$ cat src/fault_recorder_pkg.sv
// constants, register map and carrier types of the fault history recorder
// assumes one 40 MHz system clock and a plain address/strobe register port
package fault_recorder_pkg;

   localparam int DATA_W  = 16;
   localparam int ADDR_W  = 16;
   localparam int DI_COUNT = 5;

   // register addresses are the parameter numbers, not byte offsets
   localparam logic [ADDR_W-1:0] ADDR_ALARM_TWO       = 16'h0309;
   localparam logic [ADDR_W-1:0] ADDR_ALARM_THREE     = 16'h0310;
   localparam logic [ADDR_W-1:0] ADDR_LATEST_FAULT    = 16'h0401;
   localparam logic [ADDR_W-1:0] ADDR_FAULT_DAY       = 16'h0402;
   localparam logic [ADDR_W-1:0] ADDR_FAULT_TIME      = 16'h0403;
   localparam logic [ADDR_W-1:0] ADDR_FAULT_SPEED     = 16'h0404;
   localparam logic [ADDR_W-1:0] ADDR_FAULT_FREQ      = 16'h0405;
   localparam logic [ADDR_W-1:0] ADDR_FAULT_VOLTAGE   = 16'h0406;
   localparam logic [ADDR_W-1:0] ADDR_FAULT_CURRENT   = 16'h0407;
   localparam logic [ADDR_W-1:0] ADDR_FAULT_TORQUE    = 16'h0408;
   localparam logic [ADDR_W-1:0] ADDR_FAULT_STATUS    = 16'h0409;
   localparam logic [ADDR_W-1:0] ADDR_SECOND_FAULT    = 16'h0412;
   localparam logic [ADDR_W-1:0] ADDR_THIRD_FAULT     = 16'h0413;
   localparam logic [ADDR_W-1:0] ADDR_FAULT_INPUTS    = 16'h0414;

   // alarm word two bit positions
   localparam int BIT_START_DELAY         = 11;
   localparam int BIT_SUCTION_LOW         = 13;
   localparam int BIT_DISCHARGE_HIGH      = 14;
   localparam int BIT_PIPE_FILL           = 15;
   // alarm word three bit positions
   localparam int BIT_SUCTION_CRITICAL    = 0;
   localparam int BIT_DISCHARGE_CRITICAL  = 1;

   localparam logic [DATA_W-1:0] RESET_VALUE   = 16'h0000;
   localparam logic [DATA_W-1:0] CLEAR_VALUE   = 16'h0000;
   localparam logic [DATA_W-1:0] NO_FAULT_CODE = 16'h0000;
   localparam logic [DATA_W-1:0] UNMAPPED_DATA = 16'h0000;

   // elapsed time base: 2 s ticks, 30 ticks a minute, 43200 a day
   localparam int CLK_PERIOD_NS  = 25;
   localparam int TICK_PERIOD_MS = 2000;
   localparam int TICK_CYCLES    = (TICK_PERIOD_MS * 1000000) / CLK_PERIOD_NS;
   localparam logic [DATA_W-1:0] TICKS_PER_DAY = 16'hA8C0;
   localparam logic [DATA_W-1:0] TICK_ONE      = 16'h0001;

   typedef struct packed {
      logic pipe_fill;
      logic discharge_pressure_high_alarm;
      logic suction_pressure_low_alarm;
      logic start_delay;
   } alarm_two_event_type;

   typedef struct packed {
      logic discharge_pressure_critical_alarm;
      logic suction_pressure_critical_alarm;
   } alarm_three_event_type;

   typedef struct packed {
      logic [DATA_W-1:0]   speed;
      logic [DATA_W-1:0]   frequency;
      logic [DATA_W-1:0]   dc_voltage;
      logic [DATA_W-1:0]   current;
      logic [DATA_W-1:0]   torque;
      logic [DATA_W-1:0]   status;
      logic [DI_COUNT-1:0] inputs;
   } fault_snapshot_type;

   typedef struct packed {
      logic [DATA_W-1:0] day;
      logic [DATA_W-1:0] time_of_day;
   } time_stamp_type;

endpackage

$ cat src/elapsed_time_counter.sv
// elapsed time since power-on: whole days and 2 s ticks within the day
// assumes reset is applied at power-on; runs on the system clock only
`timescale 1ns/100ps
`default_nettype none

module elapsed_time_counter
   import fault_recorder_pkg::*;
#(
   parameter int TICK_LEN = fault_recorder_pkg::TICK_CYCLES
)
(
   input  wire logic                            i_sys_clk,
   input  wire logic                            i_rst_n,
   output fault_recorder_pkg::time_stamp_type   o_elapsed
);

   logic [31:0]    prescale;
   logic [31:0]    next_prescale;
   time_stamp_type elapsed;
   time_stamp_type next_elapsed;

   always_comb
   begin
      next_prescale = prescale + 32'h00000001;
      next_elapsed  = elapsed;
      if (prescale >= 32'(TICK_LEN - 1))
      begin
         next_prescale = 32'h00000000;
         // ticks exclude whole days already counted
         if (elapsed.time_of_day >= TICKS_PER_DAY - TICK_ONE)
         begin
            next_elapsed.time_of_day = RESET_VALUE;
            next_elapsed.day         = elapsed.day + TICK_ONE;
         end
         else
         begin
            next_elapsed.time_of_day = elapsed.time_of_day + TICK_ONE;
         end
      end
   end

   always_ff @(posedge i_sys_clk)
   begin
      if (!i_rst_n)
      begin
         prescale <= 32'h00000000;
         elapsed  <= '0;
      end
      else
      begin
         prescale <= next_prescale;
         elapsed  <= next_elapsed;
      end
   end

   assign o_elapsed = elapsed;

endmodule

`default_nettype wire

$ cat src/fault_history_alarm_recorder.sv
// alarm words two and three and the read-only fault history of a motor drive
// assumes a register master with one-cycle strobes and synchronous inputs
//
// Contract
// - word two: 11 start delay, 13 suction low, 14 discharge high, 15 fill
// - alarm word three is one 16-bit word read as a unit
// - writing zero to an alarm word clears all its bits, no per-bit clear; a set arriving in the clear cycle still leaves its bit set
// - word three: 0 suction critical, 1 discharge critical, others zero
// - latest fault register holds newest code; zero means empty history
// - first stamp: date while clock runs, else whole days since power-on
// - second stamp holds time of day, else elapsed time less whole days
// - elapsed time counts in 2 second ticks, 30 ticks per minute
// - speed latched on fault, one count per rpm
// - output frequency latched on fault, 0.1 Hz per count
// - DC-link voltage latched on fault, 0.1 V per count
// - motor current latched on fault, 0.1 A per count
// - torque latched on fault, 0.1 percent of nominal per count
// - drive status word latched on fault, read as hexadecimal
// - two older fault codes kept: second and third most recent
// - five digital inputs latched, input one in the top bit
//
// The address map and the strobed register port were left to the implementer.
`timescale 1ns/100ps
`default_nettype none

module fault_history_alarm_recorder
   import fault_recorder_pkg::*;
#(
   parameter int TICK_LEN = fault_recorder_pkg::TICK_CYCLES
)
(
   input  wire logic                                   i_sys_clk,
   input  wire logic                                   i_rst_n,
   input  wire logic [fault_recorder_pkg::ADDR_W-1:0]  i_addr,
   input  wire logic [fault_recorder_pkg::DATA_W-1:0]  i_wr_data,
   input  wire logic                                   i_wr_en,
   input  wire logic                                   i_rd_en,
   output logic      [fault_recorder_pkg::DATA_W-1:0]  o_rd_data,
   input  wire fault_recorder_pkg::alarm_two_event_type i_alarm_two_set,
   input  wire fault_recorder_pkg::alarm_three_event_type i_alarm_three_set,
   input  wire logic                                   i_fault_valid,
   input  wire logic [fault_recorder_pkg::DATA_W-1:0]  i_fault_code,
   input  wire fault_recorder_pkg::fault_snapshot_type i_fault_snapshot,
   input  wire logic                                   i_rtc_running,
   input  wire logic [fault_recorder_pkg::DATA_W-1:0]  i_rtc_date,
   input  wire logic [fault_recorder_pkg::DATA_W-1:0]  i_rtc_time,
   output logic      [fault_recorder_pkg::DATA_W-1:0]  o_alarm_two,
   output logic      [fault_recorder_pkg::DATA_W-1:0]  o_alarm_three,
   output logic                                        o_fault_present
);

   import fault_recorder_pkg::*;

   // ------------------------------------------------------------------
   // elapsed time base
   // ------------------------------------------------------------------

   time_stamp_type elapsed;

   elapsed_time_counter
   #(
      .TICK_LEN (TICK_LEN)
   )
   u_elapsed
   (
      .i_sys_clk (i_sys_clk),
      .i_rst_n   (i_rst_n),
      .o_elapsed (elapsed)
   );

   // ------------------------------------------------------------------
   // alarm words
   // ------------------------------------------------------------------

   logic [DATA_W-1:0] alarm_two;
   logic [DATA_W-1:0] next_alarm_two;
   logic [DATA_W-1:0] alarm_three;
   logic [DATA_W-1:0] next_alarm_three;
   logic              clear_alarm_two;
   logic              clear_alarm_three;

   assign clear_alarm_two   = i_wr_en && (i_addr == ADDR_ALARM_TWO)
                              && (i_wr_data == CLEAR_VALUE);
   assign clear_alarm_three = i_wr_en && (i_addr == ADDR_ALARM_THREE)
                              && (i_wr_data == CLEAR_VALUE);

   always_comb
   begin
      next_alarm_two   = alarm_two;
      next_alarm_three = alarm_three;
      if (clear_alarm_two)
      begin
         next_alarm_two = CLEAR_VALUE;
      end
      if (clear_alarm_three)
      begin
         next_alarm_three = CLEAR_VALUE;
      end
      // sets come after the clear so an event in the clear cycle survives
      // alarm word two bits, then alarm word three bits
      if (i_alarm_two_set.start_delay)
      begin
         next_alarm_two[BIT_START_DELAY] = 1'h1;
      end
      if (i_alarm_two_set.suction_pressure_low_alarm)
      begin
         next_alarm_two[BIT_SUCTION_LOW] = 1'h1;
      end
      if (i_alarm_two_set.discharge_pressure_high_alarm)
      begin
         next_alarm_two[BIT_DISCHARGE_HIGH] = 1'h1;
      end
      if (i_alarm_two_set.pipe_fill)
      begin
         next_alarm_two[BIT_PIPE_FILL] = 1'h1;
      end
      if (i_alarm_three_set.suction_pressure_critical_alarm)
      begin
         next_alarm_three[BIT_SUCTION_CRITICAL] = 1'h1;
      end
      if (i_alarm_three_set.discharge_pressure_critical_alarm)
      begin
         next_alarm_three[BIT_DISCHARGE_CRITICAL] = 1'h1;
      end
   end

   always_ff @(posedge i_sys_clk)
   begin
      if (!i_rst_n)
      begin
         alarm_two   <= RESET_VALUE;
         alarm_three <= RESET_VALUE;
      end
      else
      begin
         alarm_two   <= next_alarm_two;
         alarm_three <= next_alarm_three;
      end
   end

   assign o_alarm_two   = alarm_two;
   assign o_alarm_three = alarm_three;

   // ------------------------------------------------------------------
   // fault history
   // ------------------------------------------------------------------

   logic [DATA_W-1:0]  latest_fault_code;
   logic [DATA_W-1:0]  next_latest_fault_code;
   logic [DATA_W-1:0]  second_latest_fault_code;
   logic [DATA_W-1:0]  next_second_latest_fault_code;
   logic [DATA_W-1:0]  third_latest_fault_code;
   logic [DATA_W-1:0]  next_third_latest_fault_code;
   time_stamp_type     fault_stamp;
   time_stamp_type     next_fault_stamp;
   fault_snapshot_type fault_snapshot;
   fault_snapshot_type next_fault_snapshot;
   logic               fault_accept;

   // a zero code would read as an empty history, so it is not recorded
   assign fault_accept = i_fault_valid && (i_fault_code != NO_FAULT_CODE);

   always_comb
   begin
      next_latest_fault_code        = latest_fault_code;
      next_second_latest_fault_code = second_latest_fault_code;
      next_third_latest_fault_code  = third_latest_fault_code;
      next_fault_stamp              = fault_stamp;
      next_fault_snapshot           = fault_snapshot;
      if (fault_accept)
      begin
         next_third_latest_fault_code  = second_latest_fault_code;
         next_second_latest_fault_code = latest_fault_code;
         next_latest_fault_code        = i_fault_code;
         if (i_rtc_running)
         begin
            next_fault_stamp.day         = i_rtc_date;
            next_fault_stamp.time_of_day = i_rtc_time;
         end
         else
         begin
            next_fault_stamp.day         = elapsed.day;
            next_fault_stamp.time_of_day = elapsed.time_of_day;
         end
         next_fault_snapshot.speed      = i_fault_snapshot.speed;
         next_fault_snapshot.frequency  = i_fault_snapshot.frequency;
         next_fault_snapshot.dc_voltage = i_fault_snapshot.dc_voltage;
         next_fault_snapshot.current    = i_fault_snapshot.current;
         next_fault_snapshot.torque     = i_fault_snapshot.torque;
         next_fault_snapshot.status     = i_fault_snapshot.status;
         next_fault_snapshot.inputs     = i_fault_snapshot.inputs;
      end
   end

   always_ff @(posedge i_sys_clk)
   begin
      if (!i_rst_n)
      begin
         latest_fault_code        <= NO_FAULT_CODE;
         second_latest_fault_code <= NO_FAULT_CODE;
         third_latest_fault_code  <= NO_FAULT_CODE;
         fault_stamp              <= '0;
         fault_snapshot           <= '0;
      end
      else
      begin
         latest_fault_code        <= next_latest_fault_code;
         second_latest_fault_code <= next_second_latest_fault_code;
         third_latest_fault_code  <= next_third_latest_fault_code;
         fault_stamp              <= next_fault_stamp;
         fault_snapshot           <= next_fault_snapshot;
      end
   end

   assign o_fault_present = (latest_fault_code != NO_FAULT_CODE);

   // ------------------------------------------------------------------
   // register read port
   // ------------------------------------------------------------------

   logic [DATA_W-1:0] rd_data;
   logic [DATA_W-1:0] next_rd_data;
   logic [DATA_W-1:0] inputs_word;

   // input one sits in the top bit of the five
   assign inputs_word = {{(DATA_W-DI_COUNT){1'h0}}, fault_snapshot.inputs};

   // reads only; history has no write path
   always_comb
   begin
      next_rd_data = UNMAPPED_DATA;
      if (i_rd_en)
      begin
         unique case (i_addr)
            ADDR_ALARM_TWO:     next_rd_data = alarm_two;
            ADDR_ALARM_THREE:   next_rd_data = alarm_three;
            ADDR_LATEST_FAULT:  next_rd_data = latest_fault_code;
            ADDR_FAULT_DAY:     next_rd_data = fault_stamp.day;
            ADDR_FAULT_TIME:    next_rd_data = fault_stamp.time_of_day;
            ADDR_FAULT_SPEED:   next_rd_data = fault_snapshot.speed;
            ADDR_FAULT_FREQ:    next_rd_data = fault_snapshot.frequency;
            ADDR_FAULT_VOLTAGE: next_rd_data = fault_snapshot.dc_voltage;
            ADDR_FAULT_CURRENT: next_rd_data = fault_snapshot.current;
            ADDR_FAULT_TORQUE:  next_rd_data = fault_snapshot.torque;
            ADDR_FAULT_STATUS:  next_rd_data = fault_snapshot.status;
            ADDR_SECOND_FAULT:  next_rd_data = second_latest_fault_code;
            ADDR_THIRD_FAULT:   next_rd_data = third_latest_fault_code;
            ADDR_FAULT_INPUTS:  next_rd_data = inputs_word;
            default:            next_rd_data = UNMAPPED_DATA;
         endcase
      end
   end

   // data outside the answer cycle is zero so a stale value is never seen
   always_ff @(posedge i_sys_clk)
   begin
      if (!i_rst_n)
      begin
         rd_data <= RESET_VALUE;
      end
      else
      begin
         rd_data <= next_rd_data;
      end
   end

   assign o_rd_data = rd_data;

endmodule

`default_nettype wire

$ cat config.mk
export PLATFORM = sky130hd
export DESIGN_NAME = fault_history_alarm_recorder
export DESIGN_NICKNAME = d
export VERILOG_FILES = /design/src/fault_recorder_pkg.sv /design/src/elapsed_time_counter.sv /design/src/fault_history_alarm_recorder.sv
export SDC_FILE = /design/constraint.sdc
export NUM_CORES = 1
export LEC_CHECK = 0
export BUFFER_PORTS_ARGS = -buffer_cell sky130_fd_sc_hd__buf_2
export CAP_MARGIN = 5
export CORE_ASPECT_RATIO = 0.7
export CORE_MARGIN = 2
export CORE_UTILIZATION = 57
export CTS_BUF_LIST = sky130_fd_sc_hd__clkbuf_4
export DETAILED_ROUTE_END_ITERATION = 7
export PLACE_DENSITY = 0.8
export RECOVER_POWER = 100
export SLEW_MARGIN = 40
export SYNTH_ARGS = -nofsm -noshare
export SYNTH_HDL_FRONTEND = slang
export SYNTH_SLANG_ARGS = --single-unit
$ cat constraint.sdc
create_clock -name i_sys_clk -period 2.6 [get_ports i_sys_clk]
set_input_delay 0.13 -clock i_sys_clk [delete_from_list [all_inputs] [get_ports i_sys_clk]]
set_output_delay 0.13 -clock i_sys_clk [all_outputs]
set_load 0.01 [all_outputs]
==> reports/qor.txt <==
DIE
----------------------------------------------------------------------------------------------------
Width of the die                                                                              178 um
Num ports                                                                                        242
Starting density of the core                                                                   0.583
Vert. Die Dim                                                                                 126 um
Die Footprint                                                                            22,400 um^2
Placement row count                                                                               44
Area of the core                                                                         20,800 um^2

CELLS AND AREA
----------------------------------------------------------------------------------------------------
Final Cell Area                                                                          15,700 um^2
Synth-to-layout area growth                                                                    29.9%
Net count reported at finish                                                                   2,045
Share of cells above drive strength 1                                                          0.198
Total area of multi-input combinational cells                                              6110 um^2
Filler cells                                                                                   1,492
Register area                                                                              5350 um^2

SYNTH
----------------------------------------------------------------------------------------------------
Largest cells by area after synthesis                                                   sky130_fd_sc_hd__dfxtp_1 (44%), sky130_fd_sc_hd__nand2_1 (11%), sky130_fd_sc_hd__a21oi_1 (7.0%)
Synth async-reset ratio                                                                            0
Dominant synthesized flop cell                                                          sky130_fd_sc_hd__dfxtp_1
Mean instance size in the synthesized netlist                                              8.38 um^2
Netlist area before placement                                                            12,100 um^2
Main combinational cell family by area after synthesis                                  simple AND/OR/NAND/NOR gates
Synthesized-area fraction occupied by ao, oa, aoi and oai cells                                0.188
Post-synthesis mux area share                                                                 0.0503
Most frequent cell after synthesis                                                      sky130_fd_sc_hd__nand2_1
Synth Area in Simple Gates                                                                     0.226
Cell taking the most area after synthesis                                               sky130_fd_sc_hd__dfxtp_1
Fraction of post-synthesis cell area in the top cell type by area                              0.442
Yosys warns                                                                                        0
Commonest cells in the synthesized netlist                                              sky130_fd_sc_hd__nand2_1 (348), sky130_fd_sc_hd__dfxtp_1 (267), sky130_fd_sc_hd__a21oi_1 (170)
Post-Synth Adder-Cell Area                                                                   0.00310
Xor and xnor area share after synthesis                                                       0.0290
Register bit count reported by yosys                                                             267
Number of flops mapped to enable cells by yosys                                                    0
Count of different cell masters after synthesis                                                   87
Number of instances in the synthesized netlist                                                 1,443
Sequential share of the synthesized area                                                       0.442

CLOCK TREE
----------------------------------------------------------------------------------------------------
Clock latency reported for the late side of the worst-skew pair                               690 ps
Setup Buffers After CTS                                                                            0
Maximum level of the CTS H-tree                                                                    3
Maximum buffer depth of the clock tree                                                             3
Clock root buffer                                                                       sky130_fd_sc_hd__clkbuf_4
Clock buffers created by TritonCTS                                                                66
Clock-pin slew reported for the worst setup and hold paths after clock tree synthesis          70 ps
Sink Count                                                                                       267
TritonCTS clock tree                                                                            done

STA
----------------------------------------------------------------------------------------------------
Max Clock Skew                                                                               34.3 ps
Setup repair after global routing missed its margin                                               no
Final min period                                                                             2440 ps
Worst hold margin                                                                            55.8 ps
Max-slew headroom                                                                             0.0100
Worst Tran Pin Value                                                                         1460 ps
Hold Fails Final Rpt                                                                               0
Share of the cycle needed by the critical path after routing                                   0.938
Peak clock frequency supported by timing                                                   0.410 GHz
Sum Neg Setup Slack                                                                             0 ps
Number of max-slew violations in the final report                                                  0
Final setup violation count                                                                        0

ROUTING
----------------------------------------------------------------------------------------------------
Residual antenna-violating net count after detailed routing                                        0
First-pass iteration count of the detailed router                                                  8
Routed wire per std cell                                                                     19.6 um
Total via count after detailed routing                                                        12,600
Detailed-route DRC error count                                                                     0
Drt total wl                                                                               42,300 um
Vias per cell                                                                                   5.85
Initial drt markers                                                                            1,573

STATUS
----------------------------------------------------------------------------------------------------
Failing checks                                                                          capacitance limit
Run status                                                                              finished with violations

GRT
----------------------------------------------------------------------------------------------------
Global router's overall resource usage                                                         0.369
Global-route wire length before repair                                                     63,300 um
Via count of the first global-routing pass                                                    11,600
Largest net degree at the start of global routing                                                106
Antenna violations before repair                                                                   2
Global route overflow                                                                              0

WORST SETUP PATH
----------------------------------------------------------------------------------------------------
Critical Path Sink Type                                                                         flop
Startpoint kind of the worst setup timing path                                                  flop
Type of the worst setup path                                                            flop to flop
Critical Path AT                                                                             3060 ps
Maximum fanout count along the critical path                                                      11
Data required time of the critical path                                                      3220 ps

POWER
----------------------------------------------------------------------------------------------------
Standby leakage power                                                                        6.19 nW
Power Density                                                                            543 nW/um^2
VDD IR-drop max                                                                             0.331 mV
Total power after layout                                                                     8.53 mW

PLACE
----------------------------------------------------------------------------------------------------
Number of input and output port buffers inserted                                                 215
Final weighted congestion in routability-driven placement                                       1.08
Total half-perimeter wirelength after legalization and detailed placement                  28,200 um
Cell area reported after detailed placement                                              13,400 um^2

FLOW RUN
----------------------------------------------------------------------------------------------------
Number of max-cap violations                                                                       1

HOLD PATH
----------------------------------------------------------------------------------------------------
Hold Crit Class                                                                         input pin to flop

area by class of cell:
cell class / count / share of cell area
tap: 276 / 0.0220
timing repair buffer: 432 / 0.199
clock buffer: 87 / 0.0416
multi-input combinational: 1065 / 0.389
antenna: 2 / 0.000319
inverter: 17 / 0.00438
clock inverter: 13 / 0.00319
sequential: 267 / 0.340
cell usage in the layout (no fill, tap or decap), types with 17 or more instances in the layout:
cell and instances:
sky130_fd_sc_hd__mux2i_1 54, sky130_fd_sc_hd__nor4_1 19, sky130_fd_sc_hd__a21oi_1 170, sky130_fd_sc_hd__dfxtp_1 267, sky130_fd_sc_hd__clkbuf_4 89, sky130_fd_sc_hd__nand3_1 40, sky130_fd_sc_hd__a221oi_1 17, sky130_fd_sc_hd__nor2_1 108
sky130_fd_sc_hd__dlygate4sd3_1 174, sky130_fd_sc_hd__a211oi_1 42, sky130_fd_sc_hd__buf_4 33, sky130_fd_sc_hd__conb_1 31, sky130_fd_sc_hd__buf_2 188, sky130_fd_sc_hd__xnor2_1 25, sky130_fd_sc_hd__a22oi_1 21, sky130_fd_sc_hd__clkbuf_1 29
sky130_fd_sc_hd__nand2_1 347
worst paths after layout:
kind	slack, ps	to	startpoint	cells past startpoint
worst max register to register	160	u_elapsed.o_elapsed[6]	u_elapsed.prescale[0]	8
worst min-delay path	60	fault_stamp[5]	i_rtc_running	3
worst max-delay path	160	u_elapsed.o_elapsed[6]	u_elapsed.prescale[0]	8
worst min register to register	460	fault_snapshot[56]	fault_snapshot[56]	2
timing repair:
item | in CTS | in global routing
resized for setup | 0 | 1
endpoints found under the setup margin | 0 | 6
hold buffers | 174 | 0
endpoints found under the hold margin | 166 | 0
logic make-up after synthesis:
| logic type | after synthesis |
|---|---|
| simple gates | 596 |
| other cells | 1 |
| buf+inv | 141 |
| fa+ha+maj | 3 |
| compound gates | 335 |
| flops | 267 |
| xor+xnor | 40 |
| mux | 60 |
worst max-delay path, stage by stage (launching register included):
cell and delay, ps:
sky130_fd_sc_hd__dfxtp_1 380, sky130_fd_sc_hd__ha_1 210, sky130_fd_sc_hd__nand3_2 140, sky130_fd_sc_hd__nor4_2 330, sky130_fd_sc_hd__o21ai_2 200, sky130_fd_sc_hd__and2_2 310
sky130_fd_sc_hd__buf_4 190, sky130_fd_sc_hd__or4_1 530, sky130_fd_sc_hd__nand3_1 100
report_power, final:
group / total, mW / switching (mW) / internal (mW)
registers: 4.41 / 0.160 / 4.25
logic: 0.952 / 0.499 / 0.453
clock network: 3.17 / 1.63 / 1.54
total: 8.53 / 2.29 / 6.24
sequential cells by signal, summed over array words and instances, names as in the netlist:
register                  cells
fault_snapshot              101
fault_stamp                  32
u_elapsed.o_elapsed          32
u_elapsed.prescale           32
latest_fault_code            16
o_rd_data                    16
second_latest_fault_code     16
third_latest_fault_code      16
o_alarm_two                   4
o_alarm_three                 2
routing by layer:
layer,track usage,share of wire,vias to the layer above
met2,0.549,0.43,827
met5,0,0,-
met3,0.115,0.13,126
met1,0.504,0.41,5813
li1,-,-,5867
met4,0.133,0.032,0
per-stage QoR:
stage / setup WS [ps] / util / std cells
floorplan: 541 / - / 1473
global placement: 259 / 0.643 / 1883
detailed placement: 167 / 0.643 / 1883
CTS: 163 / 0.761 / 2157
global route: 3.06 / 0.757 / 2158
finish: 162 / 0.757 / 2159
No activity file was read; power rests on OpenSTA's default activity.
